`config.mk`:
```
export PLATFORM = sky130hd
export DESIGN_NAME = tws_core
export DESIGN_NICKNAME = d
export VERILOG_FILES = /design/src/core/tws_pkg.sv /design/src/core/tws_core.sv
export SDC_FILE = /design/constraint.sdc
export NUM_CORES = 1
export LEC_CHECK = 0
export CAP_MARGIN = 20
export CORE_MARGIN = 3
export CORE_UTILIZATION = 52
export CTS_CLUSTER_SIZE = 16
export DETAILED_ROUTE_END_ITERATION = 6
export DONT_BUFFER_PORTS = 1
export GPL_ROUTABILITY_DRIVEN = 0
export PLACE_DENSITY = 0.67
export SYNTH_ARGS = -nofsm -noshare
export SYNTH_HDL_FRONTEND = slang
export SYNTH_SLANG_ARGS = --single-unit
```
`constraint.sdc`:
```
create_clock -name clk_sys -period 7.7 [get_ports clk_sys]
set_clock_uncertainty 0.1 [all_clocks]
set_input_delay 1.925 -clock clk_sys [delete_from_list [all_inputs] [get_ports clk_sys]]
set_output_delay 1.925 -clock clk_sys [all_outputs]
set_load 0.01 [all_outputs]
```
`src/core/tws_pkg.sv`:
```
// Constants, state codes and carrier types for the two-wire serial block.
package tws_pkg;
  localparam logic [7:0] BUF_RST = 8'hFF;
  localparam logic [3:0] BIT_LAST = 4'h8;
  localparam logic [3:0] BIT_SEVENTH = 4'h7;
  localparam int CKS_HI = 3;
  localparam int CKS_LO = 2;
  // Clock line monitor times in tenths of a system cycle.
  localparam int MON_T0_X10 = 75;
  localparam int MON_T1_X10 = 195;
  localparam int MON_T2_X10 = 175;
  localparam int MON_T3_X10 = 415;
  // Least times, so each rounds up to whole cycles.
  localparam logic [5:0] MON_C0 = 6'((MON_T0_X10 + 9) / 10);
  localparam logic [5:0] MON_C1 = 6'((MON_T1_X10 + 9) / 10);
  localparam logic [5:0] MON_C2 = 6'((MON_T2_X10 + 9) / 10);
  localparam logic [5:0] MON_C3 = 6'((MON_T3_X10 + 9) / 10);
  // Low phase of the generated transfer clock in system cycles.
  localparam logic [5:0] LOW_C = 6'h14;

  typedef enum logic [9:0] {
    ST_IDLE = 10'h001,
    ST_ADDR = 10'h002,
    ST_AACK = 10'h004,
    ST_RXD = 10'h008,
    ST_RHOLD = 10'h010,
    ST_RACK = 10'h020,
    ST_TLOAD = 10'h040,
    ST_TXD = 10'h080,
    ST_TACK = 10'h100,
    ST_SKIP = 10'h200
  } tws_state_t;

  typedef struct packed {
    logic interface_enable;
    logic format_select;
    logic master_select;
    logic bit_order_select;
    logic ack_to_send;
    logic data_line_out_level;
    logic receive_disable;
    logic [3:0] clock_rate_select;
    logic [6:0] own_address;
  } tws_ctrl_t;

  typedef struct packed {
    logic tx_buffer_empty;
    logic tx_end_flag;
    logic rx_buffer_full;
    logic stop_seen;
    logic nack_seen_flag;
    logic arb_lost_or_overrun;
  } tws_flags_t;

  typedef struct packed {
    logic tx_empty_irq_enable;
    logic tx_end_irq_enable;
    logic rx_full_irq_enable;
    logic stop_seen_irq_enable;
    logic nack_error_irq_enable;
  } tws_irq_en_t;

  typedef struct packed {
    logic tx_empty_irq;
    logic tx_end_irq;
    logic rx_full_irq;
    logic stop_seen_irq;
    logic nack_error_irq;
  } tws_irq_t;
endpackage

```
`src/core/tws_core.sv`:
```
// Two-wire slave and clocked synchronous serial engine.
`timescale 1ns/100ps
module tws_core (
  input wire logic clk_sys,
  input wire logic rst_b,
  input wire logic scl_in,
  input wire logic sda_in,
  output logic scl_out,
  output logic scl_oe,
  output logic sda_out,
  output logic sda_oe,
  input wire tws_pkg::tws_ctrl_t ctrl,
  input wire tws_pkg::tws_irq_en_t irq_en,
  input wire logic tx_wr,
  input wire logic [7:0] tx_data,
  input wire logic rx_rd,
  input wire logic tsel_set,
  input wire logic tsel_clr,
  input wire tws_pkg::tws_flags_t flag_clr,
  output logic [7:0] rx_data,
  output tws_pkg::tws_flags_t flags,
  output logic transmit_select,
  output logic clock_line_monitor,
  output tws_pkg::tws_irq_t irq
);
  logic rst_m_r;
  logic rst_s_r;
  logic [1:0] pin_w;
  logic [1:0] f1_w;
  logic [1:0] f2_w;
  logic [1:0] filt_w;
  logic [1:0] filt_d_w;
  logic scl_f;
  logic sda_f;
  logic scl_rise;
  logic scl_fall;
  logic start_w;
  logic stop_w;
  logic out_bit;
  logic [7:0] sh_shl;
  logic [7:0] sh_in_w;
  logic addr_hit_w;
  logic run_w;
  logic [5:0] mon_c;
  tws_pkg::tws_state_t st_r;
  tws_pkg::tws_flags_t fl_r;
  logic [7:0] sh_r;
  logic [7:0] txb_r;
  logic [7:0] rxb_r;
  logic [3:0] bcnt_r;
  logic sda_en_r;
  logic sda_lvl_r;
  logic hold_r;
  logic dir_r;
  logic ack_lat_r;
  logic acked_r;
  logic tsel_r;
  logic sbusy_r;
  logic rx_halt_r;
  logic stop_after_r;
  logic gen_low_r;
  logic gen_ok_r;
  logic [5:0] gen_cnt_r;

  // Reset is released through two flops; all logic uses the copy.
  always_ff @(posedge clk_sys or negedge rst_b) begin
    if (!rst_b) begin
      rst_m_r <= 1'b0;
      rst_s_r <= 1'b0;
    end else begin
      rst_m_r <= 1'b1;
      rst_s_r <= rst_m_r;
    end
  end

  // Each line is synchronised, then passes two latches and a match check.
  assign pin_w = {scl_in, sda_in};
  for (genvar i = 0; i < 2; i++) begin : g_filt
    logic m1_r;
    logic m2_r;
    logic l1_r;
    logic l2_r;
    logic fo_r;
    logic fd_r;
    always_ff @(posedge clk_sys or negedge rst_s_r) begin
      if (!rst_s_r) begin
        m1_r <= 1'b1;
        m2_r <= 1'b1;
        l1_r <= 1'b1;
        l2_r <= 1'b1;
        fo_r <= 1'b1;
        fd_r <= 1'b1;
      end else begin
        m1_r <= pin_w[i];
        m2_r <= m1_r;
        l1_r <= m2_r;
        l2_r <= l1_r;
        if (l1_r == l2_r) begin
          fo_r <= l2_r;
        end
        fd_r <= fo_r;
      end
    end
    assign f1_w[i] = l1_r;
    assign f2_w[i] = l2_r;
    assign filt_w[i] = fo_r;
    assign filt_d_w[i] = fd_r;
  end

  // Edges and bus conditions come from the filtered lines only.
  assign scl_f = filt_w[1];
  assign sda_f = filt_w[0];
  assign scl_rise = scl_f & ~filt_d_w[1];
  assign scl_fall = ~scl_f & filt_d_w[1];
  assign start_w = scl_f & filt_d_w[1] & filt_d_w[0] & ~sda_f;
  assign stop_w = scl_f & filt_d_w[1] & ~filt_d_w[0] & sda_f;

  // Shift helpers follow the bit order control.
  assign out_bit = ctrl.bit_order_select ? sh_r[0] : sh_r[7];
  assign sh_shl = ctrl.bit_order_select ? {1'b0, sh_r[7:1]} :
    {sh_r[6:0], 1'b0};
  assign sh_in_w = ctrl.bit_order_select ? {sda_f, sh_r[7:1]} :
    {sh_r[6:0], sda_f};
  assign addr_hit_w = (sh_r[7:1] == ctrl.own_address);

  // The generated clock runs while a synchronous byte has work to do.
  assign run_w = ctrl.interface_enable & ctrl.format_select &
    ctrl.master_select & (tsel_r ? sbusy_r : ~rx_halt_r);

  // Monitor time chosen by the upper clock rate bits.
  always_comb begin
    case (ctrl.clock_rate_select[tws_pkg::CKS_HI:tws_pkg::CKS_LO])
      2'h0: mon_c = tws_pkg::MON_C0;
      2'h1: mon_c = tws_pkg::MON_C1;
      2'h2: mon_c = tws_pkg::MON_C2;
      default: mon_c = tws_pkg::MON_C3;
    endcase
  end

  // Clock generator: low phase, release, then watch the line go high.
  always_ff @(posedge clk_sys or negedge rst_s_r) begin
    if (!rst_s_r) begin
      gen_low_r <= 1'b0;
      gen_ok_r <= 1'b1;
      gen_cnt_r <= 6'h00;
    end else if (gen_low_r) begin
      if (gen_cnt_r <= 6'h01) begin
        gen_low_r <= 1'b0;
        gen_ok_r <= 1'b0;
        gen_cnt_r <= mon_c;
      end else begin
        gen_cnt_r <= gen_cnt_r - 6'h01;
      end
    end else if (!gen_ok_r) begin
      if (gen_cnt_r > 6'h01) begin
        gen_cnt_r <= gen_cnt_r - 6'h01;
      end else if (scl_f) begin
        gen_ok_r <= 1'b1;
      end
    end else if (run_w) begin
      gen_low_r <= 1'b1;
      gen_cnt_r <= tws_pkg::LOW_C;
    end
  end

  // Transmit buffer holds what the host writes.
  always_ff @(posedge clk_sys or negedge rst_s_r) begin
    if (!rst_s_r) begin
      txb_r <= tws_pkg::BUF_RST;
    end else if (tx_wr) begin
      txb_r <= tx_data;
    end
  end

  // Serial engine with flags; host clears come first so that sets win.
  always_ff @(posedge clk_sys or negedge rst_s_r) begin
    if (!rst_s_r) begin
      st_r <= tws_pkg::ST_IDLE;
      fl_r <= '0;
      sh_r <= tws_pkg::BUF_RST;
      rxb_r <= tws_pkg::BUF_RST;
      bcnt_r <= 4'h0;
      sda_en_r <= 1'b0;
      sda_lvl_r <= 1'b1;
      hold_r <= 1'b0;
      dir_r <= 1'b0;
      ack_lat_r <= 1'b0;
      acked_r <= 1'b0;
      tsel_r <= 1'b0;
      sbusy_r <= 1'b0;
      rx_halt_r <= 1'b0;
      stop_after_r <= 1'b0;
    end else begin
      fl_r <= fl_r & ~flag_clr;
      if (tx_wr) begin
        fl_r.tx_buffer_empty <= 1'b0;
        fl_r.tx_end_flag <= 1'b0;
      end
      if (rx_rd) begin
        fl_r.rx_buffer_full <= 1'b0;
        ack_lat_r <= ctrl.ack_to_send;
      end
      if (tsel_clr) begin
        tsel_r <= 1'b0;
      end
      if (tsel_set) begin
        tsel_r <= 1'b1;
        if (ctrl.format_select) begin
          fl_r.tx_buffer_empty <= 1'b1;
        end
      end
      if (!ctrl.interface_enable) begin
        st_r <= tws_pkg::ST_IDLE;
        sda_en_r <= 1'b0;
        hold_r <= 1'b0;
        sbusy_r <= 1'b0;
      end else if (ctrl.format_select) begin
        // Clocked synchronous format.
        st_r <= tws_pkg::ST_IDLE;
        hold_r <= 1'b0;
        // A direction change starts a fresh byte, except when a clock rise in the same cycle counts on from the old count.
        if (tsel_set || tsel_clr) begin
          bcnt_r <= 4'h0;
        end
        if (tsel_r) begin
          sda_en_r <= 1'b1;
          if (!sbusy_r && !fl_r.tx_buffer_empty) begin
            sh_r <= txb_r;
            fl_r.tx_buffer_empty <= 1'b1;
            sbusy_r <= 1'b1;
            bcnt_r <= 4'h0;
          end
          if (scl_fall) begin
            sda_lvl_r <= sbusy_r ? out_bit : ctrl.data_line_out_level;
            if (!sbusy_r) begin
              bcnt_r <= 4'h0;
            end
          end else if (!sbusy_r && bcnt_r != tws_pkg::BIT_LAST) begin
            sda_lvl_r <= ctrl.data_line_out_level;
          end
          if (scl_rise && sbusy_r) begin
            sh_r <= sh_shl;
            bcnt_r <= bcnt_r + 4'h1;
            if (bcnt_r == tws_pkg::BIT_SEVENTH) begin
              sbusy_r <= 1'b0;
              if (fl_r.tx_buffer_empty) begin
                fl_r.tx_end_flag <= 1'b1;
              end
            end
          end
        end else begin
          sda_en_r <= 1'b0;
          sbusy_r <= 1'b0;
          if (!ctrl.receive_disable) begin
            rx_halt_r <= 1'b0;
          end
          if (rx_rd && ctrl.receive_disable && ctrl.master_select) begin
            stop_after_r <= 1'b1;
          end
          if (scl_rise && !rx_halt_r) begin
            sh_r <= sh_in_w;
            bcnt_r <= bcnt_r + 4'h1;
            if (bcnt_r >= tws_pkg::BIT_SEVENTH) begin
              bcnt_r <= 4'h0;
              if (fl_r.rx_buffer_full) begin
                fl_r.arb_lost_or_overrun <= 1'b1;
              end else begin
                rxb_r <= sh_in_w;
                fl_r.rx_buffer_full <= 1'b1;
              end
              if (stop_after_r) begin
                rx_halt_r <= 1'b1;
                stop_after_r <= 1'b0;
              end
            end
          end
        end
      end else if (stop_w) begin
        st_r <= tws_pkg::ST_IDLE;
        sda_en_r <= 1'b0;
        hold_r <= 1'b0;
        fl_r.stop_seen <= 1'b1;
      end else if (start_w) begin
        st_r <= tws_pkg::ST_ADDR;
        bcnt_r <= 4'h0;
        sda_en_r <= 1'b0;
        sda_lvl_r <= 1'b0;
        hold_r <= 1'b0;
      end else begin
        // Two-wire bus format; the line is pulled low while enabled.
        case (st_r)
          tws_pkg::ST_ADDR, tws_pkg::ST_RXD: begin
            if (scl_rise) begin
              sh_r <= sh_in_w;
              bcnt_r <= bcnt_r + 4'h1;
            end else if (scl_fall && bcnt_r == tws_pkg::BIT_LAST) begin
              if (st_r == tws_pkg::ST_ADDR) begin
                if (addr_hit_w) begin
                  sda_en_r <= ~ack_lat_r;
                  dir_r <= sh_r[0];
                  st_r <= tws_pkg::ST_AACK;
                end else begin
                  st_r <= tws_pkg::ST_SKIP;
                end
              end else if (fl_r.rx_buffer_full) begin
                hold_r <= 1'b1;
                st_r <= tws_pkg::ST_RHOLD;
              end else begin
                sda_en_r <= ~ack_lat_r;
                st_r <= tws_pkg::ST_RACK;
              end
            end
          end
          tws_pkg::ST_AACK: begin
            if (scl_rise) begin
              if (dir_r) begin
                tsel_r <= 1'b1;
              end else begin
                rxb_r <= sh_r;
                fl_r.rx_buffer_full <= 1'b1;
              end
            end else if (scl_fall) begin
              sda_en_r <= 1'b0;
              bcnt_r <= 4'h0;
              st_r <= dir_r ? tws_pkg::ST_TLOAD : tws_pkg::ST_RXD;
            end
          end
          tws_pkg::ST_RHOLD: begin
            if (rx_rd) begin
              hold_r <= 1'b0;
              sda_en_r <= ~ctrl.ack_to_send;
              st_r <= tws_pkg::ST_RACK;
            end
          end
          tws_pkg::ST_RACK: begin
            if (scl_rise) begin
              rxb_r <= sh_r;
              fl_r.rx_buffer_full <= 1'b1;
            end else if (scl_fall) begin
              sda_en_r <= 1'b0;
              bcnt_r <= 4'h0;
              st_r <= tws_pkg::ST_RXD;
            end
          end
          tws_pkg::ST_TLOAD: begin
            if (!fl_r.tx_buffer_empty) begin
              sh_r <= txb_r;
              fl_r.tx_buffer_empty <= 1'b1;
              sda_en_r <= ctrl.bit_order_select ? ~txb_r[0] : ~txb_r[7];
              hold_r <= 1'b0;
              bcnt_r <= 4'h0;
              st_r <= tws_pkg::ST_TXD;
            end else if (!tsel_r && rx_rd) begin
              hold_r <= 1'b0;
              st_r <= tws_pkg::ST_SKIP;
            end else begin
              hold_r <= 1'b1;
            end
          end
          tws_pkg::ST_TXD: begin
            if (scl_rise) begin
              sh_r <= sh_shl;
              bcnt_r <= bcnt_r + 4'h1;
            end else if (scl_fall) begin
              if (bcnt_r == tws_pkg::BIT_LAST) begin
                sda_en_r <= 1'b0;
                st_r <= tws_pkg::ST_TACK;
              end else begin
                sda_en_r <= ~out_bit;
              end
            end
          end
          tws_pkg::ST_TACK: begin
            if (scl_rise) begin
              acked_r <= ~sda_f;
              if (sda_f) begin
                fl_r.nack_seen_flag <= 1'b1;
              end
              if (fl_r.tx_buffer_empty) begin
                fl_r.tx_end_flag <= 1'b1;
              end
            end else if (scl_fall) begin
              st_r <= acked_r ? tws_pkg::ST_TLOAD : tws_pkg::ST_SKIP;
            end
          end
          default: begin
            sda_en_r <= 1'b0;
            hold_r <= 1'b0;
          end
        endcase
      end
    end
  end

  // Registered outputs, requests and pin drive.
  always_ff @(posedge clk_sys or negedge rst_s_r) begin
    if (!rst_s_r) begin
      scl_out <= 1'b0;
      scl_oe <= 1'b0;
      sda_out <= 1'b1;
      sda_oe <= 1'b0;
      rx_data <= tws_pkg::BUF_RST;
      flags <= '0;
      transmit_select <= 1'b0;
      clock_line_monitor <= 1'b1;
      irq <= '0;
    end else begin
      scl_out <= 1'b0;
      scl_oe <= ctrl.format_select ? (ctrl.master_select & gen_low_r) :
        hold_r;
      sda_out <= sda_lvl_r;
      sda_oe <= sda_en_r;
      rx_data <= rxb_r;
      flags <= fl_r;
      transmit_select <= tsel_r;
      clock_line_monitor <= scl_f;
      irq.tx_empty_irq <= fl_r.tx_buffer_empty &
        irq_en.tx_empty_irq_enable;
      irq.tx_end_irq <= fl_r.tx_end_flag & irq_en.tx_end_irq_enable;
      irq.rx_full_irq <= fl_r.rx_buffer_full & irq_en.rx_full_irq_enable;
      irq.stop_seen_irq <= fl_r.stop_seen & ~ctrl.format_select &
        irq_en.stop_seen_irq_enable;
      irq.nack_error_irq <= ((fl_r.nack_seen_flag & ~ctrl.format_select) |
        fl_r.arb_lost_or_overrun) & irq_en.nack_error_irq_enable;
    end
  end
endmodule // tws_core

```
==> reports/qor.json <==
{
  "cts.htree.levels": 3,
  "netlist-cell-type-count": 63,
  "grt_start_max_net_pins": 64,
  "critical_path.reg2reg.startpoint": "st_r[6]",
  "antenna_found_initial": 0,
  "route.final.wire_length_mm": 11.5,
  "cts_post_setup_buffers_inserted": 0,
  "cp_num_cells": 6,
  "max_slew.worst_pin.slew_ps": 1160,
  "slowest_stage": "nor4b_4",
  "global_route.overflow_total": 0,
  "run_status": "finished with violations",
  "capture_instance_of_the_worst_register_to_register_path": "st_r[9]",
  "clock_tree.buffer_depth": 2,
  "post-route-period-util_pct": 48.5,
  "placed_cells_incl_taps": 588,
  "final_cell_count_no_fill": 605,
  "endpoints_failing_setup": 0,
  "hpwl_mm": 8.29,
  "timing.critical_path.arrival_ps": 3900,
  "detailedRoute.firstIterationViolations": 447,
  "cts_hold_repair.buffers": 0,
  "synth_async_sr_flop_share_pct": 100,
  "initial_utilization_pct": 54.2,
  "placement_rows": 35,
  "synth.yosys.warnings": 0,
  "cts_tree": "done",
  "r2r.worst_path.cells": 6,
  "critical_path_buf_inv_count": 0,
  "wl_per_cell_um": 19.0,
  "global_route_wire_length_before_repair_mm": 19.0,
  "placeableCoreArea_mm2": 0.00933,
  "dr_total_vias": 3757,
  "dieWidth_um": 105,
  "postSynth.topFlopCell": "dfrtp_1",
  "power_density_over_the_cells_mw_per_mm2": 245,
  "maxSlewHeadroom_pct": 21.6,
  "overall_die_area_mm2": 0.0109,
  "critical_path.startpoint_type": "primary input",
  "setup.worst_path.start": "ctrl[16]",
  "synth.cell_area_mm2": 0.00505,
  "worstSetupPathType": "primary input to register",
  "n_antenna_cell": 0,
  "p_leak_uw": 0.00216,
  "insertion_delay_ps": 390,
  "totalNegativeSetupSlack_ps": 0,
  "grt_pass1_vias": 3663,
  "violated_checks": "design-rule violations",
  "ioPinCount": 70,
  "cts.repair.resized": 0,
  "holdCritPathClass": "register to async pin",
  "achievable-frequency_ghz": 0.268,
  "routed_via_density": 6.21,
  "syn_inst": 482,
  "seq_area_frac_synth_pct": 50.2,
  "detailedRoute.firstPassIterationCount": 7,
  "yosys_register_bits": 99,
  "timing.critical_path.required_ps": 7860,
  "endpoint": "st_r[9]",
  "numCtsBuffers": 9,
  "grt_setup_unrepaired": "false",
  "crit_fanout": 37,
  "syn_avg_cell_area_um2": 10.5,
  "track_usage_pct": 21.8,
  "cells_traversed_along_the_worst_timing_path": "nand2b_1 > a31o_2 > nor2_1 > a21oi_1 > nor4b_4 > mux2_2",
  "max_cap_violations": 0,
  "hold_violations": 0,
  "drive_above_1_share_pct": 24.2,
  "clock-root-buffer": "clkbuf_8",
  "drtAntennaViolNets": 0,
  "critPathTopFamily": "simple AND/OR/NAND/NOR gates",
  "timing.critical_path.slowest_cell_delay_ps": 660,
  "clkSinkCount": 99,
  "place_ws_ps": 3570,
  "fin_nets": 524,
  "clkTransAtPathRegs_ps": 100,
  "post-route-drc-count": 4,
  "ff2ff_setup_slack_ps": 4130,
  "postSynthNetCount": 535,
  "layout_stage_area_growth_over_the_synthesis_result_pct": 5.55,
  "endpoint_kind": "register",
  "power.ir.vdd_worst_uv": 148,
  "finalWorstSetupSlack_ps": 3970,
  "portBuffers": 0,
  "number_of_flops_mapped_to_enable_cells_by_yosys": 0,
  "slew_viol_final": 0,
  "die_height_um": 105,
  "final.min_clock_period_ps": 3730
}
## per-stage QoR
stage               instance area [µm²]  hold slack (ps)  power (µW)  utilization (%)
floorplan                          5050              231         920                -
global placement                   5130              190         975             55.0
detailed placement                 5130              193         991             55.0
CTS                                5330              198        1320             57.1
global route                       5330              229        1390             57.2
finish                             5330              180        1310             57.2
## layer usage
layer | vias to the layer above | wire, µm | track usage [%]
li1 | 1747 | - | -
met1 | 1830 | 5130 | 30.4
met2 | 150 | 5120 | 31.9
met3 | 30 | 921 | 6.18
met4 | 0 | 323 | 9.00
met5 | - | 0 | 0
## cells by family (layout without fill, tap and decap cells)
| family | count (synthesis) | in the layout | synth area share (%) |
|---|---|---|---|
| xor gates and xnor gates | 11 | 11 | 1.91 |
| muxes | 47 | 47 | 10.3 |
| buffers and inverters | 41 | 35 | 3.29 |
| adders and majority gates | 10 | 10 | 2.38 |
| and+or+nand+nor | 162 | 162 | 17.3 |
| AOI/OAI and AO/OA | 110 | 110 | 14.5 |
| other | 2 | 2 | 0.149 |
| DFF | 99 | 99 | 50.2 |
## cells in the mapped netlist (all sizes together) (5+ instances only)
master	n	area share [%]
a21oi	19	1.9
a31oi	6	0.74
and2	5	0.62
buf	6	0.69
clkbuf	18	1.3
dfrtp	51	25
dfstp	48	25
ha	8	2.0
inv	17	1.3
mux2	39	8.7
mux2i	8	1.6
nand2	40	3.0
nand2b	8	0.99
nand3	27	2.7
nand4b	5	0.87
nor2	22	1.6
nor2b	10	1.2
nor3	10	1.1
nor4	9	1.1
o21ai	34	3.4
o221ai	5	0.99
o22ai	5	0.62
o31ai	7	1.0
or4	5	0.74
xnor2	7	1.2
## layout make-up
class	instances	area, µm²
fillers	815	3990
flip-flops and latches	99	2540
multi-input cells	342	2360
well taps	129	161
clock buffers	9	124
clock inverters	7	72.6
inverters	17	63.8
repair buffers	2	15.0
## registers in the layout (all words and copies together), names as in the netlist, 2 cells and up
register and count:
g_filt.m1_r 2, rxb_r 8, g_filt.m2_r 2, flags 6
rx_data 8, st_r 10, gen_cnt_r 6, g_filt.fo_r 2
g_filt.l1_r 2, fl_r 6, sh_r 8, bcnt_r 4
g_filt.l2_r 2, irq 5, txb_r 8
## worst reg2reg max path: stages (launching register included)
cell and delay (ps):
dfrtp_1 560, nor4_1 690, or4b_1 710, o211ai_2 210, nor3_2 100, nor4b_4 680, mux2_2 410
## where the power goes
group / total (µW) / leakage (µW) / internal (µW) / switching [µW]
clock network: 324 / 0.0000997 / 126 / 198
logic: 284 / 0.000888 / 136 / 147
registers: 699 / 0.00118 / 619 / 80.4
total: 1310 / 0.00216 / 881 / 426
## worst min-delay path by stage
| stage | from | depth (start not counted) | slack, ps | to |
|---|---|---|---|---|
| final | rst_s_r | 0 | 180 | sda_oe |
| after global routing | rst_s_r | 0 | 230 | st_r[2] |
| after detailed placement | rst_s_r | 0 | 190 | st_r[2] |
| after CTS | rst_s_r | 0 | 200 | sda_oe |
| after global placement | rst_s_r | 0 | 190 | dir_r |
| after floorplan | rst_m_r | 0 | 230 | rst_s_r |
## layout by cell type (no fill, tap or decap), types with 5 or more instances in the layout
cell type   n
o22ai_1     5
nor2_1     22
nand3_1    27
nand4b_1    5
a31oi_1     6
mux2_2     39
o21ai_0    32
xnor2_1     7
o31ai_1     7
mux2i_1     8
clkbuf_8    9
nand2b_1    8
dfstp_2    48
ha_1        8
a21oi_1    19
inv_1      17
and2_1      5
nor3_1      9
or4_1       5
nor4_1      8
nand2_1    40
nor2b_1    10
dfrtp_1    50
(Power assumes the default switching activity.)
